==> src/common/phy_link_status_regs.vh <==
// register offsets, field positions, reset values and timing for the status bank
`ifndef PHY_LINK_STATUS_REGS_VH
`define PHY_LINK_STATUS_REGS_VH
`define REG_IDX_LINK_STATUS   8'h11
`define REG_IDX_CTRL_TWO      8'h14
`define REG_IDX_RX_ERR        8'h15
`define REG_IDX_SOFT_RESET    8'h30
`define FLD_SPEED_HI          15
`define FLD_SPEED_LO          14
`define FLD_DUPLEX            13
`define FLD_PAGE_RX           12
`define FLD_RESOLVED          11
`define FLD_LINK              10
`define FLD_CABLE_HI          9
`define FLD_CABLE_LO          7
`define FLD_XOVER             6
`define FLD_TX_PAUSE          3
`define FLD_RX_PAUSE          2
`define FLD_POLARITY          1
`define FLD_JABBER            0
`define FLD_IDLE_LOSS         15
`define FLD_RSVD_HI           14
`define FLD_RSVD_LO           4
`define FLD_ANEG_EN           3
`define FLD_SOFT_RESET        0
`define CTRL_TWO_RESET        16'h0C68
`define SPEED_GIG             2'h2
`define IDLE_TIMEOUT_US       1000
`define CLK_MHZ               250
`define IDLE_TIMEOUT_CYC      (`IDLE_TIMEOUT_US * `CLK_MHZ)
`endif

==> src/hdl/phy_link_status_and_error_regs.v <==
// apb register bank for phy link status, control and receive errors
`timescale 1ns/100ps
`include "phy_link_status_regs.vh"
module phy_link_status_and_error_regs #(
  parameter [31:0] IDLE_TIMEOUT_CYC = `IDLE_TIMEOUT_CYC
) (
  input  wire        clk_sys_i,
  input  wire        arst_n_i,
  input  wire        psel_i,
  input  wire        penable_i,
  input  wire        pwrite_i,
  input  wire [9:0]  paddr_i,
  input  wire [31:0] pwdata_i,
  output reg  [31:0] prdata_o,
  output wire        pready_o,
  output wire        pslverr_o,
  input  wire        aneg_done_i,
  input  wire        page_rx_i,
  input  wire        link_up_i,
  input  wire [1:0]  speed_i,
  input  wire        duplex_full_i,
  input  wire [2:0]  cable_len_i,
  input  wire        pair_ab_swap_i,
  input  wire        pair_cd_swap_i,
  input  wire        mac_tx_pause_i,
  input  wire        mac_rx_pause_i,
  input  wire [3:0]  pair_reversed_i,
  input  wire        jabber_i,
  input  wire        idle_seen_i,
  input  wire        rx_error_i,
  output wire        link_up_o,
  output wire        basex_aneg_en_o
);

  // reset image of the stored control bits
  localparam [15:0] CTRL_RST = `CTRL_TWO_RESET;

  // number of twisted pairs watched for reversed wires
  localparam integer PAIRS = 4;

  // stored control bits; bit 15 is a live flag, not stored
  reg  [14:0] ctrl_r;
  // enable actually in force, only refreshed by a soft reset
  reg         aneg_act_r;

  // latch-high page flag
  reg         page_lh_r;

  // idle watchdog state
  reg         idle_loss_r;
  reg  [31:0] idle_cnt_r;

  // saturating receive error counter
  reg  [15:0] err_cnt_r;

  // bus phase decode
  wire        setup_w;
  wire        acc_w;
  wire        rd_w;
  wire        wr_w;
  wire [7:0]  idx_w;
  wire        hit_w;

  // per-register selects
  wire        sel_status_w;
  wire        sel_ctrl_w;
  wire        sel_err_w;
  wire        sel_srst_w;

  // per-register strobes, all qualified by the access phase
  wire        rd_status_w;
  wire        rd_err_w;
  wire        wr_ctrl_w;
  wire        wr_srst_w;

  // status field sources
  wire        resolved_w;
  wire [1:0]  speed_w;
  wire        duplex_w;
  wire        xover_w;
  wire        tx_pause_w;
  wire        rx_pause_w;
  wire [3:0]  pair_flip_w;
  wire        polarity_w;
  wire [15:0] status_w;
  wire [15:0] ctrl_view_w;

  // idle watchdog helpers
  wire        quiet_w;
  wire        idle_expired_w;

  // error counter helpers
  wire        err_full_w;
  wire [15:0] err_inc_w;

  // read word selected from the index
  reg  [31:0] rdata_nxt;

  // index compare, shared by every select below
  function idx_is;
    input [7:0] idx;
    input [7:0] want;
    begin
      idx_is = (idx == want);
    end
  endfunction

  // only these four words answer without an error
  function is_mapped;
    input [7:0] idx;
    begin
      is_mapped = idx_is(idx, `REG_IDX_LINK_STATUS) |
                  idx_is(idx, `REG_IDX_CTRL_TWO) |
                  idx_is(idx, `REG_IDX_RX_ERR) |
                  idx_is(idx, `REG_IDX_SOFT_RESET);
    end
  endfunction

  // zero-wait slave: ready as soon as the access phase opens
  assign setup_w   = psel_i & ~penable_i;
  assign acc_w     = psel_i & penable_i;
  assign rd_w      = acc_w & ~pwrite_i;
  assign wr_w      = acc_w & pwrite_i;
  assign idx_w     = paddr_i[9:2];
  assign hit_w     = is_mapped(idx_w);
  assign pready_o  = 1'h1;
  assign pslverr_o = acc_w & ~hit_w;

  // decoded selects; low address bits ignored, words are aligned
  assign sel_status_w = idx_is(idx_w, `REG_IDX_LINK_STATUS);
  assign sel_ctrl_w   = idx_is(idx_w, `REG_IDX_CTRL_TWO);
  assign sel_err_w    = idx_is(idx_w, `REG_IDX_RX_ERR);
  assign sel_srst_w   = idx_is(idx_w, `REG_IDX_SOFT_RESET);

  // side effects only at the access edge, never in setup
  assign rd_status_w = rd_w & sel_status_w;
  assign rd_err_w    = rd_w & sel_err_w;
  assign wr_ctrl_w   = wr_w & sel_ctrl_w;
  assign wr_srst_w   = wr_w & sel_srst_w & pwdata_i[`FLD_SOFT_RESET];

  // resolved while aneg finished or the active setting says disabled
  assign resolved_w = aneg_done_i | ~aneg_act_r;

  // qualified fields read zero until resolution, not stale values
  assign speed_w    = resolved_w ? speed_i : 2'h0;
  assign duplex_w   = resolved_w & duplex_full_i;
  assign xover_w    = resolved_w & pair_ab_swap_i & pair_cd_swap_i;
  assign tx_pause_w = resolved_w & mac_tx_pause_i;
  assign rx_pause_w = resolved_w & mac_rx_pause_i;

  // one reversal flag per twisted pair
  genvar gp;
  generate
    for (gp = 0; gp < PAIRS; gp = gp + 1) begin : g_pair
      assign pair_flip_w[gp] = pair_reversed_i[gp];
    end
  endgenerate

  // any single reversed pair is enough
  assign polarity_w = |pair_flip_w;

  // speed and duplex fields
  assign status_w[`FLD_SPEED_HI:`FLD_SPEED_LO] = speed_w;
  assign status_w[`FLD_DUPLEX]                 = duplex_w;

  // negotiation progress fields
  assign status_w[`FLD_PAGE_RX]  = page_lh_r;
  assign status_w[`FLD_RESOLVED] = resolved_w;

  // link as forced by the watchdog, so software sees the real state
  assign status_w[`FLD_LINK] = link_up_o;

  // cable class passed through unqualified
  assign status_w[`FLD_CABLE_HI:`FLD_CABLE_LO] = cable_len_i;

  // pair layout and unused bits
  assign status_w[`FLD_XOVER] = xover_w;
  assign status_w[5:4]        = 2'h0;

  // mirrored host mac pause capability
  assign status_w[`FLD_TX_PAUSE] = tx_pause_w;
  assign status_w[`FLD_RX_PAUSE] = rx_pause_w;

  // line fault fields, live views
  assign status_w[`FLD_POLARITY] = polarity_w;
  assign status_w[`FLD_JABBER]   = jabber_i;

  // bit 15 is the live idle-loss flag, never a stored bit
  assign ctrl_view_w = {idle_loss_r, ctrl_r};

  // idle loss forces the link down regardless of the line
  assign link_up_o       = link_up_i & ~idle_loss_r;
  assign basex_aneg_en_o = aneg_act_r;

  // control register; reserved bits are stored as written
  always @(posedge clk_sys_i or negedge arst_n_i) begin
    if (!arst_n_i) begin
      ctrl_r <= CTRL_RST[`FLD_RSVD_HI:0];
    end else if (wr_ctrl_w) begin
      ctrl_r <= pwdata_i[`FLD_RSVD_HI:0];
    end
  end

  // new enable only applied on soft reset, so a half-written
  // configuration never restarts negotiation
  always @(posedge clk_sys_i or negedge arst_n_i) begin
    if (!arst_n_i) begin
      aneg_act_r <= CTRL_RST[`FLD_ANEG_EN];
    end else if (wr_srst_w) begin
      aneg_act_r <= ctrl_r[`FLD_ANEG_EN];
    end
  end

  // latch-high page flag; a new page beats the read clear
  always @(posedge clk_sys_i or negedge arst_n_i) begin
    if (!arst_n_i) begin
      page_lh_r <= 1'h0;
    end else if (page_rx_i) begin
      page_lh_r <= 1'h1;
    end else if (rd_status_w) begin
      page_lh_r <= 1'h0;
    end
  end

  // a cycle with link reported and no idle pattern
  assign quiet_w        = link_up_i & ~idle_seen_i;
  assign idle_expired_w = (idle_cnt_r >= IDLE_TIMEOUT_CYC - 32'h1);

  // idle watchdog, only armed while the line reports link;
  // the count stops at the limit so it cannot wrap
  always @(posedge clk_sys_i or negedge arst_n_i) begin
    if (!arst_n_i) begin
      idle_cnt_r  <= 32'h0;
      idle_loss_r <= 1'h0;
    end else if (!quiet_w) begin
      idle_cnt_r  <= 32'h0;
      idle_loss_r <= 1'h0;
    end else if (idle_expired_w) begin
      idle_loss_r <= 1'h1;
    end else begin
      idle_cnt_r <= idle_cnt_r + 32'h1;
    end
  end

  // counter helpers
  assign err_full_w = &err_cnt_r;
  assign err_inc_w  = err_cnt_r + 16'h0001;

  // error counter: an error on the clearing read counts as one,
  // but an error in the setup cycle of the read is neither returned nor kept
  always @(posedge clk_sys_i or negedge arst_n_i) begin
    if (!arst_n_i) begin
      err_cnt_r <= 16'h0000;
    end else if (rd_err_w) begin
      err_cnt_r <= {15'h0, rx_error_i};
    end else if (rx_error_i && !err_full_w) begin
      err_cnt_r <= err_inc_w;
    end
  end

  // read word from the index; unmapped words read zero
  always @* begin
    rdata_nxt = 32'h0;
    case (idx_w)
      `REG_IDX_LINK_STATUS: rdata_nxt = {16'h0, status_w};
      `REG_IDX_CTRL_TWO:    rdata_nxt = {16'h0, ctrl_view_w};
      `REG_IDX_RX_ERR:      rdata_nxt = {16'h0, err_cnt_r};
      default:              rdata_nxt = 32'h0;
    endcase
  end

  // read data captured in setup so it stands through the access
  // phase; the value is a snapshot one cycle before the clear
  always @(posedge clk_sys_i or negedge arst_n_i) begin
    if (!arst_n_i) begin
      prdata_o <= 32'h0;
    end else if (setup_w && !pwrite_i) begin
      prdata_o <= rdata_nxt;
    end
  end

endmodule

==> config.mk <==
export PLATFORM = sky130hd
export DESIGN_NAME = phy_link_status_and_error_regs
export DESIGN_NICKNAME = d
export VERILOG_FILES = /design/src/hdl/phy_link_status_and_error_regs.v
export VERILOG_INCLUDE_DIRS = /design/src /design/src/common
export SDC_FILE = /design/constraint.sdc
export NUM_CORES = 1
export LEC_CHECK = 0
export BUFFER_PORTS_ARGS = -buffer_cell sky130_fd_sc_hd__buf_2
export CORE_ASPECT_RATIO = 1.2
export CORE_MARGIN = 2
export CORE_UTILIZATION = 50
export DETAILED_ROUTE_END_ITERATION = 10
export GPL_ROUTABILITY_DRIVEN = 0
export GPL_TIMING_DRIVEN = 0
export PLACE_DENSITY = 0.76
export SLEW_MARGIN = 20
export SYNTH_ARGS = -nofsm -noshare
export SYNTH_HDL_FRONTEND = slang
export SYNTH_SLANG_ARGS = --single-unit
==> constraint.sdc <==
create_clock -name clk_sys_i -period 3.4 [get_ports clk_sys_i]
set_clock_uncertainty 0.1 [all_clocks]
set_input_delay 0.51 -clock clk_sys_i [delete_from_list [all_inputs] [get_ports clk_sys_i]]
set_output_delay 0.51 -clock clk_sys_i [all_outputs]
set_load 0.1 [all_outputs]
-- Yosys cells after proc, flatten, opt, wreduce, memory -nomap -nowiden
Index checks and enable logic that the tools add are counted.
- bits in registers: 98
- logic and storage cells: 61
- input bits: 67
- output and inout port bits: 36
- reductions and logical operators: 8
- equality and inequality tests: 6
- order comparisons: 1
- multiplexer cells: 10
- bitwise logic cells: 27
- add/sub/neg operators: 2
- operators by type and width (cell ; number):
    2-to-1 mux 32 bit ; 2
    one-hot mux 16 bit (3 select lines) ; 1
    adder 32 x 1 -> 32 bit, second input constant ; 1
    >= comparator 32 x 18 -> 1 bit, second input constant ; 1
    2-to-1 mux 16 bit ; 2
    == test 8 x 5 -> 1 bit, second input constant ; 3
    bitwise AND 1 bit ; 17
    adder 16 x 1 -> 16 bit, second input constant ; 1
    AND reduction 16 bit ; 1
    == test 8 x 6 -> 1 bit, second input constant ; 1
    NOT 1 bit ; 6
    2-to-1 mux 1 bit ; 4
    OR 1 bit ; 4
    nonzero test 2 bit ; 2
    OR reduction 4 bit ; 1
    logical AND 1 bit ; 2
    logical NOT 1 bit ; 2
    2-to-1 mux 2 bit ; 1
    != test 2 x 1 -> 1 bit, second input constant ; 1
    != test 2 bit, second input constant ; 1

-- Logic depth before layout (Yosys ltp)
Gate-level depths: netlist of run 1.
- word-level depth: 6
- gate-level depth with buffers: 8
- gate-level depth less buffers: 6

-- Worst setup path after synthesis of run 1
Ideal clock, no wire load.
- path kind: in2out
- start point: input port paddr_i[4]
- end point: output port pslverr_o
- data required time: 2790 ps
- path slack: 340 ps
- stages on the path: 4
- buffers on the path: 1
- arrival time: 2450 ps
- path through: clkbuf_1 nor2_1 xnor2_1 a21oi_1
- cells in the longest elaborated chain, start to end: 6
- elaborated cells between the ends (all ways): 9
- those cells by class: 4 x eq/ne; 5 x bitwise
- ends and longest elaborated chain (element ; line ; RTL):
    start, declared ; phy_link_status_and_error_regs.v:12 ; input wire [9:0] paddr_i,
    == test 8 x 5 -> 1 bit ; phy_link_status_and_error_regs.v:104 ; idx_is = (idx == want);
    OR 1 bit (2 in series) ; phy_link_status_and_error_regs.v:112 ; is_mapped = idx_is(idx, `REG_IDX_LINK_STATUS) |
    OR 1 bit * ; phy_link_status_and_error_regs.v:112 ;
    NOT 1 bit * ; phy_link_status_and_error_regs.v:127 ; assign pslverr_o = acc_w & ~hit_w;
    bitwise AND 1 bit * ; phy_link_status_and_error_regs.v:127 ;
    end, declared ; phy_link_status_and_error_regs.v:16 ; output wire pslverr_o,
Mark *: on every way between the ends. The rest lies on a longest branch, timed or not.

-- Final worst setup path of run 1
- start point: register idle_cnt_r[29]
- end point: register idle_cnt_r[13]
- cells in the longest elaborated chain, start to end: 2
- ends and longest elaborated chain (element ; line ; RTL):
    start, declared ; phy_link_status_and_error_regs.v:51 ; reg [31:0] idle_cnt_r;
    start signal, assigned ; phy_link_status_and_error_regs.v:241 ; idle_cnt_r <= idle_cnt_r + 32'h1;
    >= comparator 32 x 18 -> 1 bit ; phy_link_status_and_error_regs.v:227 ; assign idle_expired_w = (idle_cnt_r >= IDLE_TIMEOUT_CYC - 32'h1);
    != test 2 bit (no source line) ; -- ;
Every way passes these cells.
A chain may end at the register's enable or synchronous reset.

==> results of run 1 <==
## synthesized netlist by cell type, types with 7 or more instances
cell | instances | area [um^2]
a21oi_1 | 22 | 110
a22oi_1 | 7 | 52.6
and2_1 | 19 | 119
buf_4 | 17 | 128
clkbuf_1 | 13 | 48.8
dfrtp_1 | 76 | 1900
mux2_2 | 16 | 180
mux2i_1 | 12 | 120
nand2_1 | 31 | 116
nand3_1 | 11 | 55.1
nand4_1 | 9 | 56.3
nor2_1 | 37 | 139
nor3_1 | 8 | 40.0
nor4_1 | 7 | 43.8
o21ai_0 | 24 | 120
o31ai_1 | 9 | 67.6
or3_1 | 8 | 50.1
or4_1 | 8 | 60.1
xnor2_1 | 11 | 96.3
## sequential cells by signal (all words and copies together), names as in the netlist
| name | flops |
|---|---|
| page_lh_r | 1 |
| ctrl_r | 15 |
| err_cnt_r | 16 |
| prdata_o | 16 |
| idle_cnt_r | 32 |
| idle_loss_r | 1 |
| basex_aneg_en_o | 1 |
## logic make-up after synthesis
logic type / after synthesis / share of synthesized area, %
AOI/OAI and AO/OA: 79 / 11.7
xor gates and xnor gates: 15 / 3.17
adders and majority gates: 2 / 0.605
buffers and inverters: 40 / 5.32
DFF: 82 / 49.8
muxes: 28 / 7.26
other: 2 / 0.182
and+or+nand+nor: 168 / 22.0
## cell type report
class	count	area, um^2
buffer	36	205
clock buffer	9	124
clock inverter	7	68.8
fill	695	3190
inverter	4	15.0
multi-input combinational	309	1910
sequential	82	2060
tap	95	119
timing repair buffer	67	365
## metrics by stage
stage / total power, mW / std cells
global route: 2.15 / 609
floorplan: 1.28 / 431
finish: 2.06 / 609
global placement: 1.36 / 591
CTS: 2.08 / 609
detailed placement: 1.38 / 592
## power by group through the flow
stage               Sequential (mW)  Combinational, mW  Clock [mW]
finish                         1.06              0.300       0.701
global route                   1.07              0.326       0.753
CTS                            1.06              0.300       0.716
detailed placement             1.08              0.298           0
global placement               1.08              0.288           0
floorplan                      1.06              0.215           0
## worst register-to-register path: cells and delay by family (launching register included)
kind / cells / cell delay (ns)
simple gates: 2 / 0.63
compound gates: 3 / 0.76
flops: 1 / 0.38
buf+inv: 2 / 0.51
## worst max-delay path by stage
stage	endpoint	cells past startpoint
after floorplan	pslverr_o	4
after global placement	ctrl_r[0]	7
after detailed placement	ctrl_r[9]	7
after CTS	idle_cnt_r[13]	7
after global routing	idle_cnt_r[13]	7
final	idle_cnt_r[13]	7
## per-layer routing
layer | part of all wire (%) | track usage, % | vias to the layer above
li1 | - | - | 1648
met5 | 0 | 0 | -
met1 | 43 | 27.3 | 1642
met3 | 5.9 | 4.30 | 17
met2 | 49 | 37.2 | 111
met4 | 2.0 | 6.92 | 0
## cell usage in the layout, fill, tap and decap left out, types with 12 or more instances in the layout
cell      count
o21ai_0      24
buf_2        69
conb_1       17
buf_4        18
nor2_1       37
dfrtp_1      76
mux2_2       16
and2_1       19
a21oi_1      22
nand2_1      31
clkbuf_1     13
mux2i_1      12
==> run summary, run 1 <==
Max Slew Vio Count - 0
HPWL Detailed - 6940 um
CP Launch Type - flip-flop
ant diodes - 0
CP peak stage delay - 0.44 ns
H-tree depth - 3
RR Endpoint - idle_cnt_r[13]
Total Negative Setup Slacks - 0 ns
Pint - 1.45 mW
switching share of total power - 29.8%
Worst Path Class, Setup - reg -> reg
TritonCTS Buffers - 9
drt first-iter violations - 197
RSZ-0062 raised after global routing - false
via count - 3418
P&R area growth vs syn - 17.7%
Worst EP required - 3.52 ns
synthesized flop and latch total - 82
Critical Path Fanout Max - 10
nets - 578
launch point of the worst reg-to-reg path - idle_cnt_r[29]
Post-synth EDFFs - 0
Mean Syn Cell Area - 9.95 um^2
maximum VDD drop - 0.000250 V
cell area after layout - 4870 um^2
DR pass1 iterations - 5
cell area after synthesis - 4140 um^2
Hold WC Path Type - in -> reg
Logic pwr share - 14.5%
Arrival @ worst endpoint - 2.64 ns
Clock power frac - 34.0%
Slew @ Worst Pin - 0.982 ns
num ports - 103
hold path depth - 2
CTS resizes - 0
Fin. Hold Viols - 0
die height - 104 um
Slew headroom - 34.0%
slowest cell on the critical path - a221o_1
clock buffer depth - 2
fin crit share - 74.1%
clk root buf - clkbuf_8
starting density of the core - 51.3%
Clock Latency Late Sink - 0.35 ns
Buf/Inv on CP - 2
ys async rst share - 100%
Routed Wire Length - 9340 um
crit-path cells - nor4_1 -> nand4_1 -> a221o_1 -> clkbuf_1 -> buf_2 -> o31ai_1 -> a21oi_1
final antenna-violating net count - 0
Tmin final - 2.52 ns
status - finished, final reports clean
DR vias/cell - 5.61
count of cell types in the netlist - 47
Finished Core Util - 60.4%
WHS Endpoint - page_lh_r
hold_buf cts - 1
static leakage - 2.24 nW
largest net degree at the start of global routing - 58
Max-cap violations - 0
Seq/Total Area, Yosys - 49.8%
share of cells above drive strength 1 - 25.5%
Worst Setup SP - idle_cnt_r[29]
worst r2r path cells - 7
Routed wire per std cell - 15.3 um
HP Start - page_rx_i
final setup fails - 0
CTS tree - built
pre-CTS WS - 0.728 ns
vias in the first global route - 3465
NetSw - 0.614 mW
ys flop type - dfrtp_1
aggregate global routing overflow - 0
Synth Instances - 416
fmax - 397 MHz
Die Area - 9020 um^2
Die Width - 87.0 um
setup ws final - 0.879 ns
cell family with most CP delay - compound AO/OA/AOI/OAI gates
clk sinks - 82
Worst setup EP type - flip-flop
yosys warns - 0
Post-CTS Setup Inserts - 0
Reg clk slew, reported paths - 0.09 ns
Overall Global Routing Usage - 21.8%
core footprint - 8060 um^2
Reg2Reg Setup Slack - 0.88 ns
Placement Rows - 36
IO Port Bufs - 65
initial antenna violation count - 0
Seq pwr share - 51.4%
first-pass GRT wire length - 15700 um
worst hold slack - 0.252 ns
DRC violations left - 0
DP Area - 4670 um^2
Pwr Density - 423 nW/um^2
(Power assumes the default switching activity.)
==> run 2, diff against run 1 <==
Settings changed: CORE_UTILIZATION 50 to 48.
Clock period 3.4 ns to 2.1 ns, I/O delays scaled along.
==> run 2 against run 1 <==
Net effect:
- the flow now finishes with violations (setup timing)
- non-clock buffer count increased by 3
- sequential cell count unchanged
- via count increased by 0.53%
- clock power increased by 80%
- core utilization decreased by 0.50 points
- sequential share of layout area decreased by 1.6 points
- final cell count increased by 4.1%
==> run summary, run 2 (synthesis gave the netlist of run 1 again) <==
clk sinks - 82
worst r2r path cells - 6
Arrival @ worst endpoint - 2.31 ns
Reg clk slew, reported paths - 0.08 ns
Slew @ Worst Pin - 0.962 ns
final antenna-violating net count - 0
commonest non-fill, non-tap cell in the layout - dfrtp_1
clock buffer depth - 2
CTS tree - built
num ports - 103
TritonCTS Buffers - 9
Reg2Reg Setup Slack - -0.03 ns
Routed wire per std cell - 15.2 um
Routed Wire Length - 9650 um
die height - 106 um
Die Area - 9380 um^2
DR pass1 iterations - 4
Critical Path Fanout Max - 6
WHS Endpoint - page_lh_r
Fin. Hold Viols - 0
via count - 3436
HP Start - page_rx_i
fin crit share - 101%
share of cells above drive strength 1 - 30.4%
Placement Rows - 37
clk root buf - clkbuf_8
HPWL Detailed - 6860 um
fmax - 469 MHz
static leakage - 2.30 nW
H-tree depth - 3
hold path depth - 2
Clock Latency Late Sink - 0.35 ns
setup ws final - -0.0313 ns
Die Width - 88.8 um
Hold WC Path Type - in -> reg
nets - 581
Worst EP required - 2.28 ns
failing checks - setup timing
IO Port Bufs - 65
starting density of the core - 48.8%
initial antenna violation count - 0
CP Launch Type - flip-flop
Tmin final - 2.13 ns
maximum VDD drop - 0.000436 V
vias in the first global route - 3424
RSZ-0062 raised after global routing - true
biggest regs - idle_cnt_r: 32 flops, err_cnt_r: 16 flops, prdata_o: 16 flops
dpl cells - 614
first-pass GRT wire length - 15900 um
Worst setup EP type - flip-flop
flip-flop count of the largest register after layout - 32
DR vias/cell - 5.42
largest register by flop count - idle_cnt_r
DP Area - 4700 um^2
Finished Core Util - 59.9%
launch point of the worst reg-to-reg path - idle_cnt_r[10]
core footprint - 8470 um^2
aggregate global routing overflow - 0
cell area after layout - 5080 um^2
Total Negative Setup Slacks - -0.133 ns
ant diodes - 0
Max Slew Vio Count - 0
final setup fails - 7
Pwr Density - 684 nW/um^2
P&R area growth vs syn - 22.7%
Slew headroom - 35.4%
status - complete, but fails checks
largest net degree at the start of global routing - 47
Overall Global Routing Usage - 21.7%
Worst Path Class, Setup - reg -> reg
drt first-iter violations - 187
Max-cap violations - 0
RR Endpoint - idle_cnt_r[8]
DRC violations left - 0
commonest non-fill, non-tap cells in the layout - 73 x dfrtp_1, 67 x buf_2, 37 x nor2_1
Non-Filler Instances - 634
## run 2: cell count changes in the layout (fill, tap and decap cells not counted), moves of 3 or more
cell,change
a21oi_1,-4
a21oi_2,+4
buf_6,+4
nor4_1,-4
o21ai_0,-4
o21ai_1,+4
buf_4,+3
clkinv_2,-3
dfrtp_1,-3
dfrtp_2,+3
nor4_2,+3
or4_1,-3
or4_4,+3
## run 2: worst max-delay path by stage
stage                              start             end  slack [ns]  cells past startpoint
after floorplan               paddr_i[5]     prdata_o[4]       -0.02                      6
after global placement        paddr_i[5]       ctrl_r[0]       -0.35                      7
after detailed placement      paddr_i[5]       ctrl_r[9]       -0.38                      7
after CTS                  idle_cnt_r[9]  idle_cnt_r[10]       -0.02                      6
after global routing       idle_cnt_r[0]  idle_cnt_r[12]       -0.16                      5
final                     idle_cnt_r[10]   idle_cnt_r[8]       -0.03                      6
## run 2: critical path, cell delays in order (launching register included)
cell	delay [ns]
dfrtp_2	0.47
nor4_4	0.27
nand3_1	0.12
a221o_2	0.40
buf_6	0.15
or4_4	0.42
a21oi_2	0.13
## run 2: area by class of cell
class,instances,area [um^2]
inverters,4,15.0
repair buffers,72,403
well taps,117,146
clock inverters,4,75.1
multi-input cells,309,2010
fillers,747,3400
flip-flops and latches,82,2060
plain buffers,34,220
clock buffers,12,145
## run 2: power breakdown
group / internal [mW] / switching, mW
logic: 0.158 / 0.329
registers: 1.64 / 0.0823
clock network: 0.703 / 0.561
total: 2.50 / 0.973
## run 2: repair_timing
item	4_1_cts	5_1_grt
setup endpoints to repair	18	20
gates resized for setup	14	18
buffers inserted	4	1
pin swaps	13	5
hold buffers	1	0
hold endpoints to repair	35	0
## run 2: routing by layer
layer / vias to the layer above / routed length [um] / share of wire, % / global-route usage (%)
li1: 1645 / - / - / -
met1: 1657 / 4140 / 43 / 27.6
met2: 123 / 4840 / 50 / 36.6
met3: 11 / 530 / 5.5 / 4.15
met4: 0 / 135 / 1.4 / 7.14
met5: - / 0 / 0 / 0
## run 2: per-stage QoR
stage	setup WS (ns)	hold slack (ns)	total power [mW]
floorplan	-0.0159	-0.0806	2.07
global placement	-0.349	0.358	2.22
detailed placement	-0.380	0.219	2.23
CTS	-0.0175	0.0671	3.49
global route	-0.163	0.0664	3.61
finish	-0.0313	0.0757	3.47
==> run 3, diff against run 2 <==
Settings changed: CELL_PAD_IN_SITES_DETAIL_PLACEMENT from default to 1, CELL_PAD_IN_SITES_GLOBAL_PLACEMENT from default to 1, CORE_UTILIZATION 48 to 37, PLACE_DENSITY 0.76 to default, PLACE_DENSITY_LB_ADDON from default to 0.1, SETUP_SLACK_MARGIN from default to 0.1.
==> run 3 against run 2 <==
Net effect:
- the run still ends with setup timing left
- routed wire length up 15%
- sequential cell count did not move
- critical path depth did not move
- final cell count is 2.7% higher
- sequential share of layout area is 1.3 points lower
- combinational power is 0.8% higher
- register-to-register slack got worse by 0.02 ns
- via count grew 0.12%
- clock-buffer cell count stayed put
- first-iteration DRC count shrank 33%
- highest routed layer unchanged
==> run summary, run 3 (synthesis gave the netlist of run 1 again) <==
CP peak stage delay - 0.41 ns
Non-Filler Instances - 651
Die Width - 101 um
DR vias/cell - 5.28
Worst setup EP type - flip-flop
fin crit share - 103%
DP Area - 4750 um^2
via count - 3440
Overall Global Routing Usage - 19.6%
CTS tree - built
CP Launch Type - flip-flop
final antenna-violating net count - 0
num ports - 103
IO Port Bufs - 65
core footprint - 11000 um^2
largest net degree at the start of global routing - 57
vias in the first global route - 3645
Hold WC Path Type - in -> reg
die height - 120 um
switching share of total power - 27.9%
biggest regs - idle_cnt_r: 32 flops, err_cnt_r: 16 flops, prdata_o: 16 flops
static leakage - 2.35 nW
Total Negative Setup Slacks - -0.161 ns
Max Slew Vio Count - 0
status - complete, but fails checks
HPWL Detailed - 8240 um
clk root buf - clkbuf_16
RSZ-0062 raised after global routing - true
Worst Path Class, Setup - reg -> reg
largest register by flop count - idle_cnt_r
Fin. Hold Viols - 0
area of the multi-input gates - 2050 um^2
Routed Wire Length - 11100 um
Clock Latency Late Sink - 0.33 ns
Die Area - 12000 um^2
slowest cell on the critical path - or4_1
Pwr Density - 705 nW/um^2
maximum VDD drop - 0.000386 V
Tmin final - 2.15 ns
initial antenna violation count - 0
dpl cells - 629
setup ws final - -0.0530 ns
flip-flop count of the largest register after layout - 32
FILL cells - 1257
commonest non-fill, non-tap cell in the layout - dfrtp_1
Seq. cell area - 2060 um^2
Pwr Total - 3.70 mW
share of cells above drive strength 1 - 33.1%
aggregate global routing overflow - 0
first-pass GRT wire length - 18400 um
TritonCTS Buffers - 9
Clock power frac - 39.9%
fmax - 464 MHz
Logic pwr share - 13.3%
final setup fails - 8
DR pass1 iterations - 4
pre-CTS WS - -0.377 ns
NetSw - 1.03 mW
commonest non-fill, non-tap cells in the layout - 73 x dfrtp_1, 65 x buf_2, 36 x nor2_1
Max-cap violations - 0
Slew @ Worst Pin - 0.797 ns
cell area after layout - 5250 um^2
Arrival @ worst endpoint - 2.30 ns
Pint - 2.66 mW
clock buffer depth - 2
Seq pwr share - 46.9%
nets - 583
P&R area growth vs syn - 26.8%
DRC violations left - 0
drt first-iter violations - 125
Reg clk slew, reported paths - 0.06 ns
crit-path cells - nor4_2 -> nand4_1 -> a221o_2 -> buf_6 -> or4_1 -> a21oi_2
Critical Path Fanout Max - 7
failing checks - setup timing
Placement Rows - 42
starting density of the core - 37.7%
clk sinks - 82
Slew headroom - 46.9%
H-tree depth - 3
Routed wire per std cell - 17.0 um
Worst EP required - 2.25 ns
ant diodes - 0
## run 3: layout make-up
type / count / area share (%)
Inverter: 4 / 0.286
Clock buffer: 12 / 4.89
Tap cell: 132 / 3.15
Timing Repair Buffer: 72 / 7.80
Multi-Input combinational cell: 309 / 39.2
Buffer: 36 / 4.89
Clock inverter: 4 / 0.501
Sequential cell: 82 / 39.3
## run 3: layer usage
| layer | up-vias | part of all wire, % | wire, um | track usage, % |
|---|---|---|---|---|
| li1 | 1654 | - | - | - |
| met1 | 1738 | 43 | 4730 | 23.2 |
| met2 | 41 | 54 | 5940 | 35.9 |
| met3 | 7 | 2.4 | 270 | 3.44 |
| met4 | 0 | 1.1 | 121 | 5.74 |
| met5 | - | 0 | 0 | 0 |
## run 3: final timing paths
check                               start              end  slack [ns]  cells after the start
min in group asynchronous        arst_n_i      prdata_o[4]        0.34                      2
hold reg to reg              prdata_o[15]     prdata_o[15]        0.38                      2
hold / removal                  page_rx_i        page_lh_r        0.08                      2
max in group asynchronous        arst_n_i  basex_aneg_en_o        0.91                      3
setup reg to reg           idle_cnt_r[29]   idle_cnt_r[10]       -0.05                      6
setup / recovery           idle_cnt_r[29]   idle_cnt_r[10]       -0.05                      6
## run 3: stage by stage
step / util, % / hold slack (ns)
after global routing: 47.8 / 0.0763
after detailed placement: 43.2 / 0.163
after CTS: 46.8 / 0.0643
final: 47.8 / 0.0751
after floorplan: - / -0.0806
after global placement: 43.0 / 0.363
## run 3: power groups by stage
stage               Clock, mW  Combinational, mW  Sequential [mW]
CTS                      1.52              0.493             1.73
finish                   1.47              0.491             1.73
detailed placement          0              0.490             1.76
global placement            0              0.475             1.76
global route             1.58              0.537             1.74
floorplan                   0              0.351             1.72
## run 3: critical path: cells and delay by family (launching register included)
family / cells / cell delay, ns
AO/OA/AOI/OAI: 2 / 0.52
buffers and inverters: 1 / 0.15
flip-flops: 1 / 0.39
AND/OR/NAND/NOR: 3 / 0.90
## run 3: timing repair
item | in CTS | in global routing
resized for setup | 15 | 40
hold endpoints to repair | 24 | 0
setup buffers | 5 | 0
hold buffers | 1 | 0
pin swaps | 12 | 5
setup endpoints to repair | 41 | 42
